--- src/common/hsf_pkg.sv ---
// shared constants and types of the stream formatter control block
// assumes one 100 MHz clock and an apb master for the control registers

package hsf_pkg;

    // ************************************************************
    // stream words
    // ************************************************************
    localparam int CH_W = 10;
    localparam int WORD_W = 20;
    localparam int LN_W = 11;
    localparam int CRC_W = 18;
    localparam int PIPE_N = 5;
    localparam int FIFO_DEPTH = 16;

    // one input word with the timing marks aligned to it
    typedef struct packed {
        logic f;
        logic v;
        logic h;
        logic [9:0] y;
        logic [9:0] c;
    } hsf_word_t;

    localparam logic [9:0] TRS_ONES = 10'h3ff;
    localparam logic [9:0] TRS_ZERO = 10'h000;
    localparam logic [10:0] LN_FIRST = 11'h001;
    localparam logic [17:0] CRC_INIT = 18'h00000;

    // word positions counted from the first word of a timing code
    localparam logic [3:0] POS_XYZ = 4'h3;
    localparam logic [3:0] POS_LN0 = 4'h4;
    localparam logic [3:0] POS_LN1 = 4'h5;
    localparam logic [3:0] POS_CRC0 = 4'h6;
    localparam logic [3:0] POS_CRC1 = 4'h7;

    // bit of the xyz word that tells an end code from a start code
    localparam int XYZ_H_BIT = 6;

    // ************************************************************
    // register map
    // ************************************************************
    localparam int ADDR_W = 8;
    localparam logic [7:0] CTRL_ADDR = 8'h00;
    localparam logic [7:0] STAT_ADDR = 8'h04;

    typedef struct packed {
        logic det_luma;
        logic det_en;
        logic crc_en;
        logic ln_en;
        logic trs_en;
    } hsf_ctrl_t;

    localparam logic [4:0] CTRL_RST = 5'h07;
    localparam int STAT_LN_LSB = 0;
    localparam int STAT_TRIPLET_LSB = 12;
    localparam int STAT_LVL_LSB = 16;

    typedef enum logic [1:0] {
        HSF_SEL_CTRL,
        HSF_SEL_STAT,
        HSF_SEL_NONE
    } hsf_sel_t;

endpackage

--- src/rtl/hsf_crc.sv ---
// one word step of the line check code, x^18 + x^5 + x^4 + 1, lsb first
// assumes the caller holds the running value in its own state

`timescale 1ns/10ps

module hsf_crc #(
    parameter int DW = 10,
    parameter int CW = 18
) (
    input wire logic [CW-1:0] i_crc,
    input wire logic [DW-1:0] i_data,
    output logic [CW-1:0] o_crc
);
    if (CW != 18 || DW < 1) begin : g_bad_width
        $error("hsf_crc supports only an 18 bit check code");
    end

    always_comb begin
        logic fb;
        logic [CW-1:0] c;
        fb = 1'b0;
        c = i_crc;
        for (int i = 0; i < DW; i++) begin
            fb = c[0] ^ i_data[i];
            c = {fb, c[CW-1:1]};
            c[12] = c[12] ^ fb;
            c[13] = c[13] ^ fb;
        end
        o_crc = c;
    end

endmodule

--- src/rtl/hsf_fifo.sv ---
// synchronous fifo with valid/ready on both sides
// assumes writer and reader share the one clock

`timescale 1ns/10ps

module hsf_fifo #(
    parameter int W = 23,
    parameter int DEPTH = 16
) (
    input wire logic i_clk,
    input wire logic i_sys_rst,
    input wire logic i_wr_valid,
    output logic o_wr_ready,
    input wire logic [W-1:0] i_wr_data,
    output logic o_rd_valid,
    input wire logic i_rd_ready,
    output logic [W-1:0] o_rd_data,
    output logic [$clog2(DEPTH):0] o_level
);
    localparam int AW = $clog2(DEPTH);

    if (DEPTH < 2 || (DEPTH & (DEPTH - 1)) != 0) begin : g_bad_depth
        $error("hsf_fifo depth must be a power of two of at least 2");
    end

    typedef struct packed {
        logic [AW:0] wr_ptr;
        logic [AW:0] rd_ptr;
    } hsf_fifo_st_t;

    hsf_fifo_st_t r, n;
    logic [W-1:0] mem [DEPTH];
    logic do_wr;
    logic do_rd;

    assign o_level = r.wr_ptr - r.rd_ptr;
    // full when pointers differ only in the wrap bit
    assign o_wr_ready = (o_level != ($clog2(DEPTH)+1)'(DEPTH));
    assign o_rd_valid = (r.wr_ptr != r.rd_ptr);
    assign o_rd_data = mem[r.rd_ptr[AW-1:0]];
    assign do_wr = i_wr_valid & o_wr_ready;
    assign do_rd = o_rd_valid & i_rd_ready;

    always_comb begin
        n = r;
        if (do_wr) begin
            n.wr_ptr = r.wr_ptr + 1'b1;
        end
        if (do_rd) begin
            n.rd_ptr = r.rd_ptr + 1'b1;
        end
    end

    always_ff @(posedge i_clk or posedge i_sys_rst) begin
        if (i_sys_rst) begin
            r <= '0;
        end else begin
            r <= n;
        end
    end

    always_ff @(posedge i_clk) begin
        if (do_wr) begin
            mem[r.wr_ptr[AW-1:0]] <= i_wr_data;
        end
    end

endmodule

--- src/rtl/hsf_formatter.sv ---
// control and output stage of the hdtv stream formatter
// assumes an upstream source pushing aligned luma/chroma words with timing
// marks, a downstream serializer taking words by valid/ready, and apb access

`timescale 1ns/10ps

module hsf_formatter #(
    parameter int FIFO_DEPTH = hsf_pkg::FIFO_DEPTH
) (
    input wire logic i_clk,
    input wire logic i_sys_rst,
    input wire logic i_psel,
    input wire logic i_penable,
    input wire logic i_pwrite,
    input wire logic [7:0] i_paddr,
    input wire logic [31:0] i_pwdata,
    output logic [31:0] o_prdata,
    output logic o_pready,
    output logic o_pslverr,
    input wire logic [19:0] i_video_word_in,
    input wire logic i_line_blank_mark,
    input wire logic i_picture_blank_mark,
    input wire logic i_interlace_odd_mark,
    input wire logic i_in_valid,
    output logic o_in_ready,
    input wire logic i_line_counter_clear,
    input wire logic i_out_bus_drive_n,
    input wire logic i_out_ready,
    output logic o_out_valid,
    output logic [19:0] o_formatted_word_out,
    output logic [19:0] o_formatted_word_oe
);
    localparam int LVL_W = $clog2(FIFO_DEPTH) + 1;

    if (FIFO_DEPTH < 2 || LVL_W > 16) begin : g_bad_depth
        $error("hsf_formatter fifo depth out of range");
    end

    // ************************************************************
    // state
    // ************************************************************
    typedef struct packed {
        // look-ahead words, pipe[4] is the oldest and leaves first
        hsf_pkg::hsf_word_t [hsf_pkg::PIPE_N-1:0] pipe;
        logic [hsf_pkg::PIPE_N-1:0] pv;
        logic [19:0] out_word;
        logic out_valid;
        logic [31:0] prdata;
        logic pslverr;
        hsf_pkg::hsf_ctrl_t ctrl;
        hsf_pkg::hsf_ctrl_t act;
        logic [3:0] pos;
        logic in_eav;
        logic in_sav;
        logic [1:0] fv;
        logic prev_h;
        logic active;
        // running check codes of the current line, one per channel
        logic [17:0] crc_y;
        logic [17:0] crc_c;
        // number of the line whose end code comes next
        logic [10:0] ln;
        // clear pin of the previous cycle, for the falling edge
        logic clr_d;
        logic [2:0] det_triplet;
    } hsf_st_t;

    hsf_st_t r, n;

    hsf_pkg::hsf_word_t in_word;
    hsf_pkg::hsf_word_t head;
    logic head_valid;
    logic adv;
    logic shift;
    // fifo fill level, read back in the status word
    logic [LVL_W-1:0] level;
    logic [9:0] oy;
    logic [9:0] oc;
    logic [17:0] crc_y_nx;
    logic [17:0] crc_c_nx;

    // ************************************************************
    // helpers
    // ************************************************************
    function automatic logic [9:0] hsf_chan(input hsf_pkg::hsf_word_t w, input logic luma);
        hsf_chan = luma ? w.y : w.c;
    endfunction

    function automatic hsf_pkg::hsf_sel_t hsf_decode(input logic [7:0] addr);
        if (addr == hsf_pkg::CTRL_ADDR) begin
            hsf_decode = hsf_pkg::HSF_SEL_CTRL;
        end else if (addr == hsf_pkg::STAT_ADDR) begin
            hsf_decode = hsf_pkg::HSF_SEL_STAT;
        end else begin
            hsf_decode = hsf_pkg::HSF_SEL_NONE;
        end
    endfunction

    // word p of a timing code; the xyz word carries its own protection bits
    function automatic logic [9:0] hsf_trs(input logic [1:0] p, input logic f, input logic v, input logic h);
        unique case (p)
            2'h0: hsf_trs = hsf_pkg::TRS_ONES;
            2'h1, 2'h2: hsf_trs = hsf_pkg::TRS_ZERO;
            2'h3: hsf_trs = {1'b1, f, v, h, v ^ h, f ^ h, f ^ v, f ^ v ^ h, 2'b00};
        endcase
    endfunction

    // ************************************************************
    // input fifo
    // ************************************************************
    // channel split
    assign in_word = '{f: i_interlace_odd_mark, v: i_picture_blank_mark, h: i_line_blank_mark,
                       y: i_video_word_in[19:10], c: i_video_word_in[9:0]};

    // the fifo fills whenever the serializer stalls; its ready is the source's back-pressure
    hsf_fifo #(
        .W($bits(hsf_pkg::hsf_word_t)),
        .DEPTH(FIFO_DEPTH)
    ) u_fifo (
        .i_clk(i_clk),
        .i_sys_rst(i_sys_rst),
        .i_wr_valid(i_in_valid),
        .o_wr_ready(o_in_ready),
        .i_wr_data(in_word),
        .o_rd_valid(head_valid),
        .i_rd_ready(adv),
        .o_rd_data(head),
        .o_level(level)
    );

    // a stalled output word freezes the pipe, so no word is ever dropped
    assign adv = ~r.out_valid | i_out_ready;
    assign shift = adv & head_valid;

    // check codes step on the words as they leave, after insertion
    hsf_crc u_crc_y (
        .i_crc(r.crc_y),
        .i_data(oy),
        .o_crc(crc_y_nx)
    );

    hsf_crc u_crc_c (
        .i_crc(r.crc_c),
        .i_data(oc),
        .o_crc(crc_c_nx)
    );

    // ************************************************************
    // timing code sequencing and insertion
    // ************************************************************
    // five word look-ahead: pipe[4] leaves next, pipe[1] holds the xyz word
    // of a code starting at pipe[4]; the last words wait for new input
    logic trs_hit;
    logic [9:0] det_xyz;
    logic ext_eav;
    logic ext_sav;
    logic eav_go;
    logic sav_go;
    logic seq_e;
    logic seq_s;
    logic [3:0] p;
    hsf_pkg::hsf_ctrl_t cur;
    logic [1:0] fv_now;
    hsf_pkg::hsf_word_t s4;

    assign s4 = r.pipe[4];
    assign det_xyz = hsf_chan(r.pipe[1], r.act.det_luma);
    // limitation: a code is found only once all four of its words are in the pipe
    assign trs_hit = (&r.pv[4:1]) && hsf_chan(r.pipe[4], r.act.det_luma) == hsf_pkg::TRS_ONES
                     && hsf_chan(r.pipe[3], r.act.det_luma) == hsf_pkg::TRS_ZERO
                     && hsf_chan(r.pipe[2], r.act.det_luma) == hsf_pkg::TRS_ZERO;
    // end code where the blanking mark rises
    assign ext_eav = r.pv[4] & s4.h & ~r.prev_h;
    // start code is the last four words of the blanking mark
    assign ext_sav = (&r.pv) & r.pipe[4].h & r.pipe[3].h & r.pipe[2].h & r.pipe[1].h
                     & ~r.pipe[0].h;
    assign eav_go = r.act.det_en ? trs_hit & det_xyz[hsf_pkg::XYZ_H_BIT] : ext_eav;
    assign sav_go = r.act.det_en ? trs_hit & ~det_xyz[hsf_pkg::XYZ_H_BIT] : ext_sav;
    // a code in progress goes on unless a new one starts
    assign seq_e = eav_go | (~sav_go & r.in_eav);
    assign seq_s = sav_go | (~eav_go & r.in_sav);
    // position of the leaving word within its code
    assign p = (eav_go | sav_go) ? 4'h0 : 4'(r.pos + 4'h1);
    // settings of a line taken at its end code
    assign cur = eav_go ? r.ctrl : r.act;
    // field and vertical bits from marks or from the found code
    assign fv_now = (eav_go | sav_go) ? (r.act.det_en ? det_xyz[8:7] : {s4.f, s4.v}) : r.fv;

    always_comb begin
        oy = s4.y;
        oc = s4.c;
        if ((seq_e | seq_s) && p <= hsf_pkg::POS_XYZ && cur.trs_en) begin
            oy = hsf_trs(p[1:0], fv_now[1], fv_now[0], seq_e);
            oc = oy;
        end
        if (seq_e && cur.ln_en && !cur.det_en) begin
            if (p == hsf_pkg::POS_LN0) begin
                oy = {~r.ln[6], r.ln[6:0], 2'b00};
                oc = oy;
            end else if (p == hsf_pkg::POS_LN1) begin
                oy = {1'b1, 3'b000, r.ln[10:7], 2'b00};
                oc = oy;
            end
        end
        // code, line number and check positions never overlap
        // check code words
        if (seq_e && cur.crc_en) begin
            if (p == hsf_pkg::POS_CRC0) begin
                oy = {~r.crc_y[8], r.crc_y[8:0]};
                oc = {~r.crc_c[8], r.crc_c[8:0]};
            end else if (p == hsf_pkg::POS_CRC1) begin
                oy = {~r.crc_y[17], r.crc_y[17:9]};
                oc = {~r.crc_c[17], r.crc_c[17:9]};
            end
        end
    end

    // ************************************************************
    // next state
    // ************************************************************
    always_comb begin
        hsf_pkg::hsf_sel_t sel;
        sel = hsf_decode(i_paddr);
        n = r;

        if (shift) begin
            n.pipe = {r.pipe[hsf_pkg::PIPE_N-2:0], head};
            n.pv = {r.pv[hsf_pkg::PIPE_N-2:0], 1'b1};
            // one word out per accepted pixel
            n.out_valid = r.pv[4];
            // luma in the upper half, bit 19 msb
            n.out_word = {oy, oc};
        end else if (i_out_ready) begin
            n.out_valid = 1'b0;
        end

        // sequencing advances only when a real word leaves the pipe
        if (shift && r.pv[4]) begin
            n.prev_h = s4.h;
            n.pos = p;
            n.fv = fv_now;
            n.in_eav = seq_e && p < hsf_pkg::POS_CRC1;
            n.in_sav = seq_s && p < hsf_pkg::POS_XYZ;
            if (eav_go) begin
                n.act = r.ctrl;
            end
            if (trs_hit) begin
                n.det_triplet = det_xyz[8:6];
            end
            // running check over active words, end code and line number
            if (r.active) begin
                n.crc_y = crc_y_nx;
                n.crc_c = crc_c_nx;
            end
            if (seq_s && p == hsf_pkg::POS_XYZ) begin
                n.active = 1'b1;
            end
            if (seq_e && p == hsf_pkg::POS_LN1) begin
                n.active = 1'b0;
                n.ln = 11'(r.ln + 11'h001);
            end
            if (seq_e && p == hsf_pkg::POS_CRC1) begin
                n.crc_y = hsf_pkg::CRC_INIT;
                n.crc_c = hsf_pkg::CRC_INIT;
            end
        end
        // when no code came, the line stays idle outside sequences
        if (shift && r.pv[4] && !(seq_e | seq_s)) begin
            n.pos = r.pos;
        end

        // falling clear edge wins over the count
        n.clr_d = i_line_counter_clear;
        if (r.clr_d && !i_line_counter_clear) begin
            n.ln = hsf_pkg::LN_FIRST;
        end

        // with the pipe empty, as after reset, the settings follow at once
        if (r.pv == '0) begin
            n.act = r.ctrl;
        end

        // apb: read data captured in setup, write takes effect in access
        if (i_psel && !i_penable) begin
            n.pslverr = (sel == hsf_pkg::HSF_SEL_NONE);
            n.prdata = '0;
            if (!i_pwrite && sel == hsf_pkg::HSF_SEL_CTRL) begin
                n.prdata[4:0] = r.ctrl;
            end else if (!i_pwrite && sel == hsf_pkg::HSF_SEL_STAT) begin
                n.prdata[hsf_pkg::STAT_LN_LSB +: hsf_pkg::LN_W] = r.ln;
                n.prdata[hsf_pkg::STAT_TRIPLET_LSB +: 3] = r.det_triplet;
                n.prdata[hsf_pkg::STAT_LVL_LSB +: LVL_W] = level;
            end
        end
        if (i_psel && i_penable && i_pwrite && sel == hsf_pkg::HSF_SEL_CTRL) begin
            n.ctrl = i_pwdata[4:0];
        end
    end

    always_ff @(posedge i_clk or posedge i_sys_rst) begin
        if (i_sys_rst) begin
            r <= '0;
            r.ctrl <= hsf_pkg::CTRL_RST;
            r.act <= hsf_pkg::CTRL_RST;
            // counting starts at line one, as after a clear edge
            r.ln <= hsf_pkg::LN_FIRST;
        end else begin
            r <= n;
        end
    end

    // ************************************************************
    // outputs
    // ************************************************************
    // zero wait states: read data was already captured in the setup cycle
    assign o_pready = i_psel & i_penable;
    assign o_prdata = r.prdata;
    assign o_pslverr = r.pslverr & i_psel & i_penable;

    // stream valid and word come straight from flip-flops
    assign o_out_valid = r.out_valid;
    assign o_formatted_word_out = r.out_word;
    // whole bus released while the drive pin is high
    assign o_formatted_word_oe = {20{~i_out_bus_drive_n}};

endmodule

--- config.mk ---
export PLATFORM = sky130hd
export DESIGN_NAME = hsf_formatter
export DESIGN_NICKNAME = d
export VERILOG_FILES = /design/src/common/hsf_pkg.sv /design/src/rtl/hsf_crc.sv /design/src/rtl/hsf_fifo.sv /design/src/rtl/hsf_formatter.sv
export SDC_FILE = /design/constraint.sdc
export NUM_CORES = 1
export LEC_CHECK = 0
export ABC_AREA = 1
export BUFFER_PORTS_ARGS = -buffer_cell sky130_fd_sc_hd__buf_4
export CORE_MARGIN = 3
export CORE_UTILIZATION = 55
export CTS_CLUSTER_DIAMETER = 120
export DETAILED_ROUTE_END_ITERATION = 7
export GPL_TIMING_DRIVEN = 0
export PLACE_DENSITY = 0.76
export SETUP_SLACK_MARGIN = 0.4
export SYNTH_ARGS = -nofsm -noshare
export SYNTH_HDL_FRONTEND = slang
export SYNTH_SLANG_ARGS = --single-unit
export TNS_END_PERCENT = 20
--- constraint.sdc ---
create_clock -name i_clk -period 7.53 [get_ports i_clk]
set_input_delay 0.753 -clock i_clk [delete_from_list [all_inputs] [get_ports i_clk]]
set_output_delay 0.753 -clock i_clk [all_outputs]
set_load 0.02 [all_outputs]
### Yosys cells after proc, flatten, opt, wreduce, memory -nomap -nowiden

Memory sizes are Yosys's and may differ from the RTL's. A register that Yosys moved wholly into a read port is not among the register bits.
Cells that the tools add are included.

* RAM bits: 368
* logic and storage cells: 264
* bits in registers: 219
* output and inout port bits: 76
* memories: 1

Memory list
* u_fifo.mem: words 16, bits a word 23, rd ports 1, clocked after Yosys merged registers in 1, wr ports 1, line hsf_fifo.sv:32 `logic [W-1:0] mem [DEPTH];`

* muxes and demuxes: 46
* magnitude comparators: 3
* bitwise operators: 98
* reductions and logical operators: 49
* $add $sub $neg: 5
* equal/unequal tests: 14

Operators with widths (number)
* 10-bit 2-to-1 mux: 17
* 36-bit 2-to-1 mux: 2
* 1-bit XOR: 64
* 62-bit 2-to-1 mux: 1
* 11-bit 2-to-1 mux: 3
* 10-bit case mux with 3 select lines: 1
* 5-bit 2-to-1 mux: 5
* 1-bit logical AND: 22
* 10-bit logical NOT: 2
* 1-bit bitwise AND: 16
* 4-bit by 3-bit equality test with 1-bit output, second input constant: 4
* 2-bit nonzero test: 7
* 1-bit inverter: 13
* 2-bit AND reduction: 6
* 11-bit by 1-bit adder with 11-bit output, second input constant: 1
* 5-bit by 1-bit adder with 5-bit output, second input constant: 2
* 10-bit equality test, second input constant: 1
* 9-bit 2-to-1 mux: 1
* 8-bit by 3-bit equality test with 1-bit output, second input constant: 1
* 8-bit logical NOT: 1
* 1-bit 2-to-1 mux: 8
* 2-bit 2-to-1 mux: 4
* 2-bit equality test, second input constant: 3
* 3-bit 2-to-1 mux: 2
* 18 further kinds: 28

### Depth between registers and ports, before layout

* depth in word-level cells: 27
* mapped depth: 34
* gate-level depth less buffers: 32

### Cells and area by module

From an unflattened synthesis, not the netlist that was laid out.

* cells, all modules: 2939
* area total of the unflattened synthesis: 27890.5 um^2

Modules (own cells, without submodules)
* hsf_fifo: seq. area each 11300.8 um^2, area an instance 15361.0 um^2, cells an instance 1228, times used 1
* hsf_formatter: seq. area each 5814.3 um^2, area an instance 11370.9 um^2, cells an instance 1437, times used 1
* hsf_crc: seq. area each 0.0 um^2, area an instance 579.3 um^2, cells an instance 137, times used 2

### Worst setup path before layout

Ideal clock, no wire load.

* kind: reg2reg
* from: reg u_fifo.r[2] (netlist name)
* to: mem u_fifo.mem[15][0] (enable)
* cell stages (with the launch flop): 14
* required time: 7.125 ns
* path slack: 3.684 ns
* data arrival time: 3.441 ns
* period minus slack after synthesis: 3.846 ns
* setup time: 0.405 ns
* cell sequence: dfrtp_1 -> clkbuf_1 -> inv_1 -> clkbuf_1 -> ha_1 -> nand2_1 -> inv_1 -> a221oi_1 -> xor2_1 -> or2_2 -> nand2_1 -> inv_1 -> nand2_1 -> nor2_1

* word-level cells in the longest chain between the ends: 5

RTL lines
* start, declared: line hsf_fifo.sv:31 `hsf_fifo_st_t r, n;`
* start signal, assigned: line hsf_fifo.sv:58 `r <= n;`
* 5-bit subtractor: line hsf_fifo.sv:36 `assign o_level = r.wr_ptr - r.rd_ptr;`
* 5-bit != test: line hsf_fifo.sv:38 `assign o_wr_ready = (o_level != ($clog2(DEPTH)+1)'(DEPTH));`
* via o_in_ready: line hsf_formatter.sv:25 `output logic o_in_ready,`
* 1-bit bitwise AND: line hsf_fifo.sv:41 `assign do_wr = i_wr_valid & o_wr_ready;`
* 1-bit 2-to-1 mux: line hsf_fifo.sv:63 `if (do_wr) begin`
* 1-bit 2-to-1 mux (implied by the code): line hsf_fifo.sv:64 `mem[r.wr_ptr[AW-1:0]] <= i_wr_data;`
* end, declared: line hsf_fifo.sv:32

The timed path passes the listed nets, and every way through them passes these cells.

### Worst setup path after layout

* from: reg u_fifo.r[2] (netlist name)
* to: mem u_fifo.mem[12][10] (enable)

* word-level cells in the longest chain between the ends: 5

RTL lines (line)
* 5-bit subtractor: hsf_fifo.sv:36
* 5-bit != test: hsf_fifo.sv:38
* 1-bit bitwise AND: hsf_fifo.sv:41
* 1-bit 2-to-1 mux: hsf_fifo.sv:63
* 1-bit 2-to-1 mux (implied by the code): hsf_fifo.sv:64

Every way passes these cells.

==> results by group <==
Run status
  – Result of the run: complete, no violations

Timing
  – Share of the clock period used by the worst path: 0.6284
  – RSZ-0062 raised after global routing: false
  – Slew margin rel.: 0.3662
  – Worst hold slack: between 0.2 and 0.25 ns
  – Total negative slack: 0 ns
  – Final setup viols: 0
  – Count of endpoints failing hold in the final timing report: 0
  – Worst-case clock skew: roughly 0.047 ns
  – Max-slew violation total from the final report: 0
  – Fmax achieved: approximately 210 MHz
  – Slew at the pin closest to its max-slew limit: between 0.9 and 1 ns
  – Minimum clock period: ~4.7 ns

Critical path
  – Slowest CP cell: nor2_2
  – Launch point of the worst path: u_fifo.r[2]$_DFFE_PP0P_
  – Setup slack of the most critical reg-to-reg path: roughly 2.8 ns
  – Maximum fanout along the worst path: 12
  – Data arrival, critical path: 5.07 ns
  – Capturing instance or port of the critical path: u_fifo.mem[12][10]$_DFFE_PP_
  – Required arrival time at the worst endpoint: 7.87 ns
  – Number of buffer and inverter instances along the worst setup path: 6
  – Crit end category: flop
  – Length in cells of the worst reg-to-reg path: 14
  – Type of origin of the critical path: flop
  – Cell chain of the critical path: clkbuf_1, inv_1, clkbuf_1, ha_1, nand2_1, inv_1, a221oi_1, xor2_1, or2_2, nand2_1, inv_1, nand2_1, nor2_2, buf_8
  – Gate family responsible for the most delay along the worst path: buffers and inverters
  – Endpoint of the most critical register-to-register path: u_fifo.mem[12][10]$_DFFE_PP_
  – Startpoint of the lowest-slack register-to-register path: u_fifo.r[2]$_DFFE_PP0P_
  – CP Depth: 14
  – Worst Setup Path Type: flop to flop
  – Longest individual stage delay on the worst path: between 0.6 and 0.7 ns

Clock tree
  – Maximum level of the CTS H-tree: 2
  – Clock transition at the registers of the reported paths: about 0.070 ns
  – Later-pin clock latency in the skew report: 0.65 ns
  – Total setup buffers inserted after CTS: 0
  – Clock Tree Root: clkbuf_16
  – CTS sink cnt: 610
  – Deepest clock path buffer count: 3
  – Clock tree from TritonCTS: done
  – Number of buffers inserted during clock tree synthesis: 61
  – Number of gates given a new drive strength after cts: 0
  – Hold buffer count at CTS: 0

Floorplan
  – Number of primary I/O pins: between 100 and 150
  – Chip Width: around 230 µm
  – Area of the die: 0.05137 mm²
  – Core region area: roughly 0.048 mm²
  – Y dimension of the die: about 230 µm
  – Number of rows in the core area: 80
  – Initial Utilization: 0.5586

Placement
  – HPWL after detailed placement: around 50000 µm
  – Port Buffers: about 110
  – Instance area after placement: 0.02880 mm²
  – Final weighted congestion of routability-driven global placement: ~0.89

Synthesis
  – Leading cell types by total area after synthesis: edfxtp_1 41%, dfrtp_1 22%, nand2_1 8.4%
  – Total number of yosys warnings: 0
  – Count of flip-flops with a built-in enable after synthesis: about 370
  – Number of cells produced by synthesis: ~2600
  – Avg Synthesized Cell Area: 10.23 µm²
  – Fraction of synthesized cell area taken by the top area cell type: 0.4126
  – Area of the mapped netlist: approximately 0.027 mm²
  – Post-synthesis register bit count: slightly above 600
  – Count of unique library cells instantiated by Yosys: 58
  – Most used flip-flop cell after synthesis: edfxtp_1
  – Cell taking the most area after synthesis: edfxtp_1
  – Part of the Yosys area used for sequential elements: 0.6391
  – Post-synth ARST share: 0.3967

Power and ir drop
  – PwrDens: around 440 mW/mm²
  – Total power: around 14000 µW
  – Leak pwr: roughly 0.013 µW
  – Peak supply drop: around 0.28 mV

Layout
  – Post-layout net count: ~2900
  – Area growth syn-to-layout: 15.31%
  – Utilization of the core after routing: 0.6441
  – Number of inserted filler cells in the final layout: 3637
  – Inserted Diodes: 0
  – Layout cells sized above 1: 0.1379
  – Final standard cell area without fillers: 0.03088 mm²

Global route
  – Maximum number of pins on one net before global-route repair: 43
  – Vias in the first global route: just over 20000
  – All-Layer GR Usage: 0.2830
  – Wire length of the first global-routing pass: approximately 110000 µm
  – Total global routing overflow: 0
  – Initial antenna violation count: 0

Min path
  – Hold Crit Class: input port to flop

Routing
  – Total DRC errors in the routed layout: 0
  – Detailed-routing iteration count for the pre-antenna-repair pass: 6
  – DRT iter0 DRCs: 2381
  – Mean number of vias per cell: just under 6
  – Overall via count from detail_route: 20508
  – Per-cell routed wire length: about 21 µm
  – ANT nets after route: 0
  – Post-detailed-routing wire length: roughly 72000 µm

Flow run
  – Maxcap violations: 0
## cells by family (layout without fill, tap and decap cells)
kind of cell / count (synthesis) / in the layout / share of synthesized area
adders and majority gates: 16 / 16 / 0.007756
other: 1 / 13 / 0.0001400
buffers and inverters: 362 / 604 / 0.06237
DFF: 610 / 610 / 0.6391
and+or+nand+nor: 1081 / 1081 / 0.1680
AOI/OAI and AO/OA: 524 / 524 / 0.1142
xor gates and xnor gates: 16 / 16 / 0.005513
muxes: 7 / 7 / 0.002944
## metal layers
layer  part of all wire  vias up  global-route usage
met2               0.49     1010              0.4879
met3              0.078      216             0.04700
li1                   -     9346                   -
met5                  0        -                   0
met4              0.043        0              0.1210
met1               0.39     9936              0.3557
## Yosys cell counts, types with 14 or more instances
cell	number
a31oi_1	22
nand2_1	601
nand3_1	124
inv_1	155
dfrtp_1	235
a21oi_1	42
clkbuf_1	101
o211ai_1	14
a32oi_1	18
ha_1	15
nor2_1	280
buf_4	73
o22ai_1	83
edfxtp_1	368
o221ai_1	40
o21ai_0	287
## worst min path at each step
stage                     depth (start not counted)                  from                 end  slack, ns
final                                             1  i_line_counter_clear      r[3]$_DFF_PP0_       0.23
after global routing                              1  i_line_counter_clear      r[3]$_DFF_PP0_       0.21
after CTS                                         1  i_line_counter_clear      r[3]$_DFF_PP0_       0.20
after detailed placement                          2    r[153]$_DFFE_PP0P_  r[176]$_DFFE_PP0P_       0.46
after global placement                            2    r[162]$_DFFE_PP0P_  r[185]$_DFFE_PP0P_       0.45
after floorplan                                   2      r[0]$_DFFE_PP0P_    r[0]$_DFFE_PP0P_       0.44
## registers in the layout (all words and copies together), names as in the netlist
name and flops:
o_formatted_word_out 20, o_out_valid 1, o_prdata 19, r 192
u_fifo.mem 368, u_fifo.r 10
## power by group
group / leakage [µW] / internal [µW] / switching, µW
combinational: 0.00528 / 1700 / 3950
sequential: 0.00631 / 4350 / 450
clock: 0.00102 / 1820 / 1300
## layout by cell type (no fill, tap or decap), types with 11 or more instances in the layout
cell type and count:
clkbuf_16 61, o21ai_0 287, dfrtp_1 235, a32oi_1 18
nor3_1 12, buf_4 180, inv_1 154, nor2_1 264
o221ai_1 40, a31oi_1 22, edfxtp_1 368, nand2_2 13
nor2_2 18, clkbuf_1 119, conb_1 13, inv_2 13
a21oi_1 42, xor2_1 11, clkinv_2 12, o211ai_1 14
nand2_1 601, o22ai_1 83, ha_1 15, nand3_1 124
nand4_1 13, buf_8 13
## metrics by stage
stage / worst slack (ns) / std cells
after detailed placement: 2.895 / 3371
after global routing: 2.383 / 3486
after CTS: 2.873 / 3486
after global placement: 1.785 / 3351
after floorplan: 3.607 / 2629
final: 2.798 / 3486
## area by class of cell
class	count	area [µm²]	area share
flip-flops and latches	610	17120	0.5542
multi-input cells	1657	8090	0.2620
clock buffers	86	1690	0.05474
repair buffers	127	1146	0.03711
plain buffers	192	1032	0.03343
well taps	615	769.5	0.02492
inverters	170	641.9	0.02078
clock inverters	29	396.6	0.01284
No activity file was read; power rests on OpenSTA's default activity.
